<file path="src/term_port_pkg.sv">
package term_port_pkg;
  localparam logic [7:0] PTR_MODE = 8'h00;
  localparam logic [7:0] PTR_STATUS = 8'h01;
  localparam logic [7:0] PTR_DISPLAY = 8'h02;
  localparam logic [7:0] PTR_KEYBOARD = 8'h03;
  localparam logic [7:0] PTR_LINE_END = 8'h04;
  localparam logic [7:0] PTR_ERASE_BACK = 8'h05;
  localparam logic [7:0] PTR_LINE_DELETE = 8'h06;
  localparam logic [7:0] PTR_VECTOR = 8'h07;
  localparam logic [7:0] PTR_WINDOW = 8'h1d;
  localparam logic [7:0] PTR_IRQ_CTRL = 8'h1e;
  localparam int BIT_DISPLAY_BUSY = 0;
  localparam int BIT_KEY_READY = 1;
  localparam int BIT_DISPLAY_EN = 0;
  localparam int BIT_KEYBOARD_EN = 1;
  localparam int BIT_BLOCK = 2;
  localparam int BIT_PARAMS = 3;
  localparam int BIT_XFER_EN = 3;
  localparam logic [2:0] CMD_CLEAR_IP_IUS = 3'b001;
  localparam logic [2:0] CMD_SET_IE = 3'b110;
  localparam logic [7:0] RESET_BYTE = 8'h00;
  localparam int BLOCK_MAX = 64;
  localparam int CURSOR_CODES = 8;
  localparam logic [5:0] WIN_CURSOR_BASE = 6'h20;
  localparam logic [3:0] SETUP_CYCLES = 4'h8;
  localparam logic [7:0] WB_CMD = 8'h00;
  localparam logic [7:0] WB_WDATA = 8'h04;
  localparam logic [7:0] WB_RDATA = 8'h08;
  localparam logic [7:0] WB_STATE = 8'h0c;
endpackage : term_port_pkg

</file>
<file path="src/term_port_if.sv">
`timescale 1ns/100ps
`default_nettype none
interface term_port_if;
  logic sel_n;
  logic wr_n;
  logic rd_n;
  logic ad_sel;
  logic [7:0] host_d;
  logic [7:0] dev_d;
  logic dev_d_oe;
  logic irq_n;
  logic iack_n;
  modport dev(input sel_n, wr_n, rd_n, ad_sel, host_d, iack_n, output dev_d, dev_d_oe, irq_n);
  modport host(output sel_n, wr_n, rd_n, ad_sel, host_d, iack_n, input dev_d, dev_d_oe, irq_n);
endinterface : term_port_if
`default_nettype wire

</file>
<file path="src/sync2.sv">
`timescale 1ns/100ps
`default_nettype none
module sync2 (
  input wire logic clk_in,
  input wire logic d_in,
  output logic q_out
);
  logic meta;
  always_ff @(posedge clk_in) begin
    meta <= d_in;
    q_out <= meta;
  end
endmodule : sync2
`default_nettype wire

</file>
<file path="src/term_port_dev.sv">
`timescale 1ns/100ps
`default_nettype none
module term_port_dev
  import term_port_pkg::*;
(
  input wire logic CLK_SYS_IN,
  input wire logic SYS_RST_IN,
  term_port_if.dev BUS,
  input wire logic [7:0] KEY_DATA_IN,
  input wire logic KEY_STROBE_IN,
  output logic [7:0] DISP_DATA_OUT,
  output logic DISP_STROBE_OUT,
  output logic [7:0] MODE_OUT,
  output logic [7:0] LINE_END_OUT,
  output logic [7:0] ERASE_BACK_OUT,
  output logic [7:0] LINE_DELETE_OUT
);
  import term_port_pkg::*;
  logic sel_s, wr_s, rd_s, ack_s, ad_s;
  logic [7:0] hd_s;
  logic wr_d, rd_d, ack_d;
  logic [7:0] ptr;
  logic [5:0] win_ptr;
  logic [7:0] mem [0:127];
  logic [7:0] vector, display_data, keyboard_data;
  logic busy, ready, busy_d, ready_d;
  logic ie, irq_in_service_latch, ip, xfer_en;
  logic [3:0] setup_cnt;
  logic [6:0] blk_left;
  logic [5:0] blk_rd;
  logic blk_active;
  logic kstb_s, kstb_d;
  logic [7:0] kd_s1, kd_s2;
  logic [7:0] rd_val;
  logic wr_pulse, rd_end, ack_pulse, key_ev;

  sync2 u_sel (.clk_in(CLK_SYS_IN), .d_in(~BUS.sel_n), .q_out(sel_s));
  sync2 u_wr (.clk_in(CLK_SYS_IN), .d_in(~BUS.wr_n), .q_out(wr_s));
  sync2 u_rd (.clk_in(CLK_SYS_IN), .d_in(~BUS.rd_n), .q_out(rd_s));
  sync2 u_ack (.clk_in(CLK_SYS_IN), .d_in(~BUS.iack_n), .q_out(ack_s));
  sync2 u_ad (.clk_in(CLK_SYS_IN), .d_in(BUS.ad_sel), .q_out(ad_s));
  sync2 u_ks (.clk_in(CLK_SYS_IN), .d_in(~KEY_STROBE_IN), .q_out(kstb_s));
  genvar g;
  for (g = 0; g < 8; g++) begin : g_hd
    sync2 u_hd (.clk_in(CLK_SYS_IN), .d_in(BUS.host_d[g]), .q_out(hd_s[g]));
  end

  // Key data is steady while the strobe is low, so a plain two-stage copy is safe
  always_ff @(posedge CLK_SYS_IN) begin
    kd_s1 <= KEY_DATA_IN;
    kd_s2 <= kd_s1;
  end

  always_ff @(posedge CLK_SYS_IN) begin
    if (SYS_RST_IN) begin
      wr_d <= 1'b0;
      rd_d <= 1'b0;
      ack_d <= 1'b0;
      kstb_d <= 1'b0;
      busy_d <= 1'b0;
      ready_d <= 1'b0;
    end else begin
      wr_d <= wr_s & sel_s;
      rd_d <= rd_s & sel_s;
      ack_d <= ack_s;
      kstb_d <= kstb_s;
      busy_d <= busy;
      ready_d <= ready;
    end
  end
  assign wr_pulse = wr_s & sel_s & ~wr_d & xfer_en;
  assign rd_end = ~(rd_s & sel_s) & rd_d & xfer_en;
  assign ack_pulse = ack_s & ~ack_d;
  assign key_ev = kstb_s & ~kstb_d;

  always_ff @(posedge CLK_SYS_IN) begin
    if (SYS_RST_IN) begin
      setup_cnt <= 4'h0;
      xfer_en <= 1'b0;
    end else if (setup_cnt != SETUP_CYCLES) begin
      setup_cnt <= setup_cnt + 4'h1;
    end else begin
      xfer_en <= 1'b1;
    end
  end

  always_ff @(posedge CLK_SYS_IN) begin
    if (SYS_RST_IN) begin
      ptr <= RESET_BYTE;
    end else if (wr_pulse && !ad_s) begin
      ptr <= hd_s;
    end
  end

  always_ff @(posedge CLK_SYS_IN) begin
    if (SYS_RST_IN) begin
      MODE_OUT <= RESET_BYTE;
      vector <= RESET_BYTE;
      LINE_END_OUT <= RESET_BYTE;
      ERASE_BACK_OUT <= RESET_BYTE;
      LINE_DELETE_OUT <= RESET_BYTE;
    end else if (wr_pulse && ad_s) begin
      unique case (ptr)
        PTR_MODE: MODE_OUT <= hd_s;
        PTR_VECTOR: vector <= hd_s;
        PTR_LINE_END: LINE_END_OUT <= hd_s;
        PTR_ERASE_BACK: ERASE_BACK_OUT <= hd_s;
        PTR_LINE_DELETE: LINE_DELETE_OUT <= hd_s;
        default: ;
      endcase
    end
  end

  // Parameter codes land at the cursor base; block data at zero
  always_ff @(posedge CLK_SYS_IN) begin
    if (SYS_RST_IN) begin
      win_ptr <= 6'h00;
    end else if (wr_pulse && ad_s && ptr == PTR_MODE && hd_s[BIT_PARAMS]) begin
      win_ptr <= WIN_CURSOR_BASE;
    end else if (wr_pulse && ad_s && ptr == PTR_DISPLAY) begin
      win_ptr <= 6'h00;
    end else if (ptr == PTR_WINDOW && ad_s && (wr_pulse || rd_end)) begin
      win_ptr <= win_ptr + 6'h01;
    end
  end

  always_ff @(posedge CLK_SYS_IN) begin
    if (wr_pulse && ad_s && ptr == PTR_WINDOW) begin
      mem[{1'b0, win_ptr}] <= hd_s;
    end else if (key_ev && MODE_OUT[BIT_KEYBOARD_EN] && MODE_OUT[BIT_BLOCK]) begin
      mem[{1'b1, blk_rd}] <= kd_s2;
    end
  end

  // Display side: host sets busy with a status write, device clears it
  // A char written while the display is off is kept and leaves once it is on
  always_ff @(posedge CLK_SYS_IN) begin
    if (SYS_RST_IN) begin
      busy <= 1'b0;
      display_data <= RESET_BYTE;
      DISP_DATA_OUT <= RESET_BYTE;
      DISP_STROBE_OUT <= 1'b0;
      blk_left <= 7'h00;
      blk_active <= 1'b0;
    end else begin
      DISP_STROBE_OUT <= 1'b0;
      if (wr_pulse && ad_s && ptr == PTR_DISPLAY && !busy) begin
        display_data <= hd_s;
      end
      if (wr_pulse && ad_s && ptr == PTR_STATUS && hd_s[BIT_DISPLAY_BUSY]) begin
        busy <= 1'b1;
      end else if (busy && !blk_active && MODE_OUT[BIT_DISPLAY_EN]) begin
        if (MODE_OUT[BIT_BLOCK]) begin
          if (display_data[5:0] == 6'h00) begin
            busy <= 1'b0;
          end else begin
            blk_left <= {1'b0, display_data[5:0]};
            blk_active <= 1'b1;
          end
        end else begin
          DISP_DATA_OUT <= display_data;
          DISP_STROBE_OUT <= 1'b1;
          busy <= 1'b0;
        end
      end else if (blk_active) begin
        DISP_DATA_OUT <= mem[{1'b0, display_data[5:0] - blk_left[5:0]}];
        DISP_STROBE_OUT <= 1'b1;
        blk_left <= blk_left - 7'h01;
        if (blk_left == 7'h01) begin
          blk_active <= 1'b0;
          busy <= 1'b0;
        end
      end
    end
  end

  // Keyboard: device sets ready, host clears it; set wins
  always_ff @(posedge CLK_SYS_IN) begin
    if (SYS_RST_IN) begin
      ready <= 1'b0;
      keyboard_data <= RESET_BYTE;
      blk_rd <= 6'h00;
    end else begin
      if (wr_pulse && ad_s && ptr == PTR_STATUS && !hd_s[BIT_KEY_READY]) begin
        ready <= 1'b0;
        blk_rd <= 6'h00;
      end
      if (key_ev && MODE_OUT[BIT_KEYBOARD_EN]) begin
        if (MODE_OUT[BIT_BLOCK]) begin
          if (blk_rd != 6'h3f) begin
            blk_rd <= blk_rd + 6'h01;
          end
          keyboard_data <= {2'b00, blk_rd + 6'h01};
        end else begin
          keyboard_data <= kd_s2;
        end
        ready <= 1'b1;
      end
    end
  end

  // Pending on ready rise or busy fall while enabled; 001 and 110 commands
  always_ff @(posedge CLK_SYS_IN) begin
    if (SYS_RST_IN) begin
      ie <= 1'b0;
      ip <= 1'b0;
      irq_in_service_latch <= 1'b0;
    end else begin
      if (wr_pulse && ad_s && ptr == PTR_IRQ_CTRL) begin
        if (hd_s[7:5] == CMD_CLEAR_IP_IUS) begin
          ip <= 1'b0;
          irq_in_service_latch <= 1'b0;
        end else if (hd_s[7:5] == CMD_SET_IE) begin
          ie <= 1'b1;
        end
      end
      if (ack_pulse && ip) begin
        irq_in_service_latch <= 1'b1;
      end
      if (ie && ((ready && !ready_d) || (!busy && busy_d))) begin
        ip <= 1'b1;
      end
    end
  end

  always_comb begin
    rd_val = RESET_BYTE;
    unique case (ptr)
      PTR_MODE: rd_val = MODE_OUT;
      PTR_STATUS: rd_val = {6'h00, ready, busy};
      PTR_DISPLAY: rd_val = display_data;
      PTR_KEYBOARD: rd_val = keyboard_data;
      PTR_LINE_END: rd_val = LINE_END_OUT;
      PTR_ERASE_BACK: rd_val = ERASE_BACK_OUT;
      PTR_LINE_DELETE: rd_val = LINE_DELETE_OUT;
      PTR_VECTOR: rd_val = vector;
      PTR_WINDOW: rd_val = mem[{MODE_OUT[BIT_BLOCK] && MODE_OUT[BIT_KEYBOARD_EN], win_ptr}];
      PTR_IRQ_CTRL: rd_val = {ie, irq_in_service_latch, ip, 1'b0, xfer_en, 3'h0};
      default: rd_val = RESET_BYTE;
    endcase
  end

  always_ff @(posedge CLK_SYS_IN) begin
    if (SYS_RST_IN) begin
      BUS.dev_d <= RESET_BYTE;
      BUS.dev_d_oe <= 1'b0;
      BUS.irq_n <= 1'b1;
    end else begin
      BUS.irq_n <= ~(ip && !irq_in_service_latch);
      if (ack_s && ip) begin
        BUS.dev_d <= vector;
        BUS.dev_d_oe <= 1'b1;
      end else if (rd_s && sel_s && ad_s) begin
        BUS.dev_d <= rd_val;
        BUS.dev_d_oe <= 1'b1;
      end else begin
        BUS.dev_d_oe <= 1'b0;
      end
    end
  end
endmodule : term_port_dev
`default_nettype wire

</file>
<file path="src/flat_wrapper.sv">
// flat-port wrapper written by rule: the top's interface ports become plain ports
module term_port_dev_flat import term_port_pkg::*;
  (CLK_SYS_IN, SYS_RST_IN, KEY_DATA_IN, KEY_STROBE_IN, DISP_DATA_OUT, DISP_STROBE_OUT, MODE_OUT, LINE_END_OUT, ERASE_BACK_OUT, LINE_DELETE_OUT, BUS_sel_n, BUS_wr_n, BUS_rd_n, BUS_ad_sel, BUS_host_d, BUS_iack_n, BUS_dev_d, BUS_dev_d_oe, BUS_irq_n);
  term_port_if BUS_i ();
  input wire logic CLK_SYS_IN;
  input wire logic SYS_RST_IN;
  input wire logic [7:0] KEY_DATA_IN;
  input wire logic KEY_STROBE_IN;
  output logic [7:0] DISP_DATA_OUT;
  output logic DISP_STROBE_OUT;
  output logic [7:0] MODE_OUT;
  output logic [7:0] LINE_END_OUT;
  output logic [7:0] ERASE_BACK_OUT;
  output logic [7:0] LINE_DELETE_OUT;
  input wire logic [$bits(BUS_i.sel_n)-1:0] BUS_sel_n;
  input wire logic [$bits(BUS_i.wr_n)-1:0] BUS_wr_n;
  input wire logic [$bits(BUS_i.rd_n)-1:0] BUS_rd_n;
  input wire logic [$bits(BUS_i.ad_sel)-1:0] BUS_ad_sel;
  input wire logic [$bits(BUS_i.host_d)-1:0] BUS_host_d;
  input wire logic [$bits(BUS_i.iack_n)-1:0] BUS_iack_n;
  output wire logic [$bits(BUS_i.dev_d)-1:0] BUS_dev_d;
  output wire logic [$bits(BUS_i.dev_d_oe)-1:0] BUS_dev_d_oe;
  output wire logic [$bits(BUS_i.irq_n)-1:0] BUS_irq_n;
  assign BUS_i.sel_n = BUS_sel_n;
  assign BUS_i.wr_n = BUS_wr_n;
  assign BUS_i.rd_n = BUS_rd_n;
  assign BUS_i.ad_sel = BUS_ad_sel;
  assign BUS_i.host_d = BUS_host_d;
  assign BUS_i.iack_n = BUS_iack_n;
  assign BUS_dev_d = BUS_i.dev_d;
  assign BUS_dev_d_oe = BUS_i.dev_d_oe;
  assign BUS_irq_n = BUS_i.irq_n;
  term_port_dev u_core (.CLK_SYS_IN(CLK_SYS_IN), .SYS_RST_IN(SYS_RST_IN), .BUS(BUS_i), .KEY_DATA_IN(KEY_DATA_IN), .KEY_STROBE_IN(KEY_STROBE_IN), .DISP_DATA_OUT(DISP_DATA_OUT), .DISP_STROBE_OUT(DISP_STROBE_OUT), .MODE_OUT(MODE_OUT), .LINE_END_OUT(LINE_END_OUT), .ERASE_BACK_OUT(ERASE_BACK_OUT), .LINE_DELETE_OUT(LINE_DELETE_OUT));
endmodule
</file>
<file path="config.mk">
export PLATFORM = sky130hd
export DESIGN_NAME = term_port_dev_flat
export DESIGN_NICKNAME = d
export VERILOG_FILES = /design/src/term_port_pkg.sv /design/src/term_port_if.sv /design/src/sync2.sv /design/src/term_port_dev.sv /design/src/flat_wrapper.sv
export SDC_FILE = /design/constraint.sdc
export NUM_CORES = 2
export LEC_CHECK = 0
export ABC_AREA = 1
export BUFFER_PORTS_ARGS = -buffer_cell sky130_fd_sc_hd__buf_2
export CAP_MARGIN = 40
export CORE_MARGIN = 2
export CORE_UTILIZATION = 25
export CTS_BUF_LIST = sky130_fd_sc_hd__clkbuf_16
export CTS_CLUSTER_SIZE = 12
export DETAILED_ROUTE_END_ITERATION = 8
export HOLD_SLACK_MARGIN = 0.08
export PLACE_DENSITY = 0.45
export SLEW_MARGIN = 30
export SYNTH_ARGS = -nofsm -noshare
export SYNTH_HDL_FRONTEND = slang
export SYNTH_SLANG_ARGS = --single-unit
</file>
<file path="constraint.sdc">
create_clock -name CLK_SYS_IN -period 17 [get_ports CLK_SYS_IN]
set_clock_uncertainty 0.05 [all_clocks]
set_input_delay 2.55 -clock CLK_SYS_IN [delete_from_list [all_inputs] [get_ports CLK_SYS_IN]]
set_output_delay 2.55 -clock CLK_SYS_IN [all_outputs]
set_load 0.005 [all_outputs]
</file>
# Yosys cells after proc, flatten, opt, wreduce, memory -nomap -nowiden
# Memory sizes are Yosys's and may differ from the RTL's.
# Index checks and enable logic that the tools add are counted.
[op_classes] div_mod_pow=0 eq_ne=18 n_addsub=5 shifts=0 order_cmp=0 n_mul=0 n_reduce_logical=61 bitwise=20 muxes=48
[ops] cell="$pmux 8 s10" count=1
[ops] cell="$mux 8" count=7
[ops] cell="$mux 6" count=7
[ops] cell="$mux 7" count=5
[ops] cell="$eq 8x3->1 const B" count=4
[ops] cell="$mux 1" count=28
[ops] cell="$logic_and 1x1->1" count=26
[ops] cell="$eq 8x2->1 const B" count=2
[ops] cell="$eq 8x5->1 const B" count=2
[ops] cell="$reduce_and 2->1" count=7
[ops] cell="$reduce_bool 2->1" count=7
[ops] cell="$add 6x1->6 const B" count=2
[ops] cell="$not 1->1" count=12
[ops] cell="$reduce_and 3->1" count=4
[ops] cell="$reduce_bool 3->1" count=3
[ops] cell="$and 1x1->1" count=8
[ops] cell="$eq 8x1->1 const B" count=1
[ops] cell="$logic_not 8->1" count=1
[ops] cell="$ne 4x4->1 const B" count=2
[ops] cell="$reduce_or 8->1" count=1
[ops] cell="$eq 7x1->1 const B" count=1
[ops] cell="$sub 7x1->7 const B" count=1
[ops] cell="$logic_not 1->1" count=6
[ops] cell="$logic_not 6->1" count=1
[ops] cell="other kinds (11)" count=13
[totals] output_inout_bits=51 latch_bits=0 n_memories=1 ff_bits=163 rom_bits=0 ramBits=1024
[memory_table] name="u_core.mem" words=128 width=8 read_ports=2 rd_ports_with_merged_regs=0 wr=1 line="term_port_dev.sv:24" source="logic [7:0] mem [0:127];"

# Depth between registers and ports, before layout
[depth] depth_word=10 depth_mapped=18

# By module
# From an unflattened synthesis, not the netlist that was laid out.
[hier_totals] hier_cells=5554 area_unflattened_um2=53623.9
[modules_own_cells] mod="term_port_dev" area_each_um2=53063.4 seq_area_each_um2=33452.1 cells_per_inst=5526 instances=1
[modules_own_cells] mod="sync2" area_each_um2=40.0 seq_area_each_um2=40.0 cells_per_inst=2 instances=14

# Least setup slack after synthesis
# No wires, ideal clock.
[synth_timing] path_type="reg2reg" start="register u_core.ptr[0]" end="memory u_core.mem[0][1], data pin" arrival_ps=6405 slack_ps=9348 path_stages_with_launch=12 required_time_ps=15753 cell_sequence="dfxtp_1 inv_2 nor2_2 inv_2 nor3_4 nand2_1 nand2_2 buf_6 buf_6 inv_2 buf_2 o21ai_0"
[synth_via] elab_chain_cells=6
[synth_rtl] element="from (decl)" line="term_port_dev.sv:22" source="logic [7:0] ptr;"
[synth_rtl] element="from (signal assigned)" line="term_port_dev.sv:91" source="ptr <= hd_s;"
[synth_rtl] element="$eq 8x5->1" line="term_port_dev.sv:128" source="if (wr_pulse && ad_s && ptr == PTR_WINDOW) begin"
[synth_rtl] element="$logic_and 1x1->1" line="term_port_dev.sv:128"
[synth_rtl] element="$mux 1" line="term_port_dev.sv:128"
[synth_rtl] element="$mux 1 (not written as such)" line="term_port_dev.sv:131" source="mem[{1'b1, blk_rd}] <= kd_s2;"
[synth_rtl] element="$reduce_or 8->1 (no line)"
[synth_rtl] element="$mux 8 (no line)"
[synth_rtl] element="to (decl)" line="term_port_dev.sv:24"
# No other way between the ends.

# Final worst setup path
[layout_timing] start="register u_core.display_data[0]" end="register u_core.DISP_DATA_OUT[5]"
[layout_via] elab_chain_cells=4
[layout_rtl] element="from (decl)" line="term_port_dev.sv:25" source="logic [7:0] vector, display_data, keyboard_data;"
[layout_rtl] element="from (signal assigned)" line="term_port_dev.sv:148" source="display_data <= hd_s;"
[layout_rtl] element="$sub 6x6->6" line="term_port_dev.sv:166" source="DISP_DATA_OUT <= mem[{1'b0, display_data[5:0] - blk_left[5:0]}];"
[layout_rtl] element="$mem_v2 128x8"
[layout_rtl] element="$mux 8" line="term_port_dev.sv:165" source="end else if (blk_active) begin"
[layout_rtl] element="$mux 8" line="term_port_dev.sv:152" source="end else if (busy && !blk_active && MODE_OUT[BIT_DISPLAY_EN]) begin"
[layout_rtl] element="to (signal assigned)" line="term_port_dev.sv:161" source="DISP_DATA_OUT <= display_data;"
[layout_rtl] element="to (signal assigned)" line="term_port_dev.sv:166"
[layout_rtl] element="to (decl)" line="term_port_dev.sv:11" source="output logic [7:0] DISP_DATA_OUT,"
# No other way between the ends. The select of a mux whose other input is x is not followed.
# A chain may end at the register's enable or synchronous reset.

==> results.md <==
- Outcome: finished, violations left
- Failing checks: DRC
- Synthesized Nets: 5764
- Die height: 468.5 um
- Power Density: 97.46 nW/um2
- Synth top cells by count: nand2_1 (1499), edfxtp_1 (1024), nand3_1 (699)
- Comb pwr share: 0.012
- Sink Count: 1187
- Synth Instances: 5728
- Synth Cell Area: 53930 um2
- # rows: 170
- Final Hold Fails: 0
- Yosys top cell area share: 0.5702
- Share of cells above drive strength 1: 0.08510
- Crit. path cell count: 14
- PnR worst setup slack: 12.53 ns
- Io pins: 75
- Critical path type: flop to flop
- Slowest CP cell: fa_4
- Max-cap viol count: 0
- Final net count: 5784
- CP max stage delay: 1.18 ns
- DR iter-0 viols: 4088
- DRC Markers: 3
- #FFs+latches synth: 1187
- Max reg flops: 1024
- Die Wd: 468.5 um
- Port buffer count: 74
- EDFF count, synth: 1024
- Core box area: 214600 um2
- Dpl cells: 8417
- CTS clk-pin slew, worst paths: 0.06 ns
- Footprint of the multi-input gates: 17040 um2
- Worst rel slew slack: 0.3345
- Setup crit end: u_core.DISP_DATA_OUT[5]
- Worst skew pair latency: 0.80 ns
- Reg-to-reg slack, setup: 12.53 ns
- Setup WS pre-CTS: 12.52 ns
- Die area: 219500 um2
- Yosys warns: 0
- Detail Route Antenna Nets: 0
- Synth area leaders: edfxtp_1 (57%), nand2_1 (10%), nand3_1 (6.5%)
- Maximum clock path buffer count: 3
- CTS tree: built
- Sequential share of the synthesized area: 0.6307
- Vias in the first global route: 39410
- Worst Setup End Kind: flop
- CP arrival: 5.14 ns
- Max-slew violations: 0
- Reg2reg start: u_core.display_data[0]
- FF-to-FF path depth: 14
- Power after layout: 6.080 mW
- DP Area: 57780 um2
- Post-CTS resize count: 0
- CP max FO: 51
- Top reg by flops: u_core.mem
- Crit path cell chain: inv_1 -> ha_4 -> inv_1 -> fa_4 -> buf_4 -> buf_4 -> o21ai_0 -> o21ai_0 -> nand2_1 -> nand3_1 -> nand3_1 -> nand3_1 -> nand3_1 -> a21oi_1
- Setup TNS: 0 ns
- Clock root buffer: clkbuf_16
- Worst vdd ir: 0.00008022 V
- First-pass GRT wire length: 274.6 mm
- Final HPWL DP: 114.0 mm
- Critical path buffer and inverter count: 4
- # setup viols final: 0
- Layout Cells excl Fill: 8692
- Fillers: 22300
- Largest delay contributor family on the critical path: buffers and inverters
- Core Util, Final: 0.2907
- Total gr overflow: 0
- Sequential share of power: 0.522
- GRT Resource Usage Total: 0.1681
- Clk pwr share: 0.466
- Worst hold path type: flop to flop
- Drt pass-1 iters: 9
- Most common cell in the netlist: nand2_1
- H-tree levels: 4
- TritonCTS Buffers: 134
- Vias: 41800
- Share of synthesized flip-flops with an asynchronous set or reset: 0
- Internal Dissipation: 4.774 mW
- Initial antenna violation count: 1
- Design area: 62390 um2
- Slew @ Worst Pin: 0.9983 ns
- Sequential cell area: 34030 um2
- Critical path origin: u_core.display_data[0]
- Cell variety after synth: 42
- Period minus WS final: 4.467 ns
- Switch Pwr: 1.306 mW
- Synth area leader: edfxtp_1
- Gpl congestion: 0.8599
- Syn Area/Cell: 9.415 um2
- Fmax: 223.9 MHz
- DR vias/cell: 4.809
- Sw frac: 0.2148
- P&R area growth vs syn: 15.68%
- Wire per inst: 21.75 um
- Most used cell, CP: nand3_1
- Reg-to-reg critical path endpoint: u_core.DISP_DATA_OUT[5]
- Leakage Power: 23.12 nW
- WL final: 189.0 mm
- Setup crit start kind: flop
- Hold slack: 0.2748 ns
- RSZ-0062 raised after global routing: false
- Post-CTS Setup Repair Bufs: 0
- Main synth FF type: edfxtp_1
- Cts hold-fix bufs: 0
- Largest net degree at the start of global routing: 190
- Initial Util: 0.2513
- Final Cycle Share: 0.2628
- Required @ worst endpoint: 17.68 ns
## kinds of logic (layout without fill, tap and decap cells)
logic type / after synthesis / after routing / share of synthesized area
fa+ha+maj: 12 / 12 / 0.002923
other cells: 0 / 2 / 0
simple gates: 2810 / 2810 / 0.2152
flops: 1187 / 1187 / 0.6307
xor+xnor: 15 / 15 / 0.002715
buf+inv: 789 / 913 / 0.05719
compound gates: 915 / 915 / 0.09134
## power by group through the flow
| stage | Combinational (mW) | Clock [mW] | Sequential [mW] |
|---|---|---|---|
| finish | 0.0732 | 2.83 | 3.17 |
| CTS | 0.0722 | 2.89 | 3.17 |
| floorplan | 0.0282 | 0 | 3.24 |
| global route | 0.0798 | 3.01 | 3.17 |
| global placement | 0.0687 | 0 | 3.24 |
| detailed placement | 0.0723 | 0 | 3.24 |
## routing by layer
metal  GRT usage  up-vias  wire length (um)
li1            -    19520                 -
met1      0.2296    20350             82900
met2      0.2687     1609             87340
met3     0.02674      324             12500
met4     0.06002        0              6290
met5           0        -                 0
## cell usage in the layout, fill, tap and decap left out, types with 15 or more instances in the layout
cell	n
clkbuf_16	136
dfxtp_1	159
inv_2	15
nor2_1	532
edfxtp_1	1024
clkinv_1	37
buf_4	119
o22ai_1	22
nand3_1	698
o21ai_0	497
clkbuf_4	15
nand2_1	1493
a21oi_1	268
buf_2	77
nor2_2	27
inv_1	451
o211ai_1	98
## cell type report
class                      count  share of cell area
tap                         2838             0.05692
inverter                     437             0.02661
clock buffer                 136             0.05455
timing repair buffer         236             0.03036
antenna                        2          0.00008022
sequential                  1187              0.5454
multi-input combinational   3752              0.2731
clock inverter               104             0.01298
## how the worst min path moves through the flow
stage                                         from                   endpoint  slack, ns  cells past startpoint
after floorplan           u_core.g_hd[0].u_hd.meta  u_core.g_hd[0].u_hd.q_out       0.26                      0
after global routing             u_core.u_ack.meta         u_core.u_ack.q_out       0.28                      0
after CTS                 u_core.g_hd[2].u_hd.meta  u_core.g_hd[2].u_hd.q_out       0.28                      0
after detailed placement  u_core.g_hd[2].u_hd.meta  u_core.g_hd[2].u_hd.q_out       0.26                      0
after global placement    u_core.g_hd[5].u_hd.meta  u_core.g_hd[5].u_hd.q_out       0.26                      0
final                              u_core.kd_s1[4]            u_core.kd_s2[4]       0.27                      0
Power figures use the tool's default switching activity.
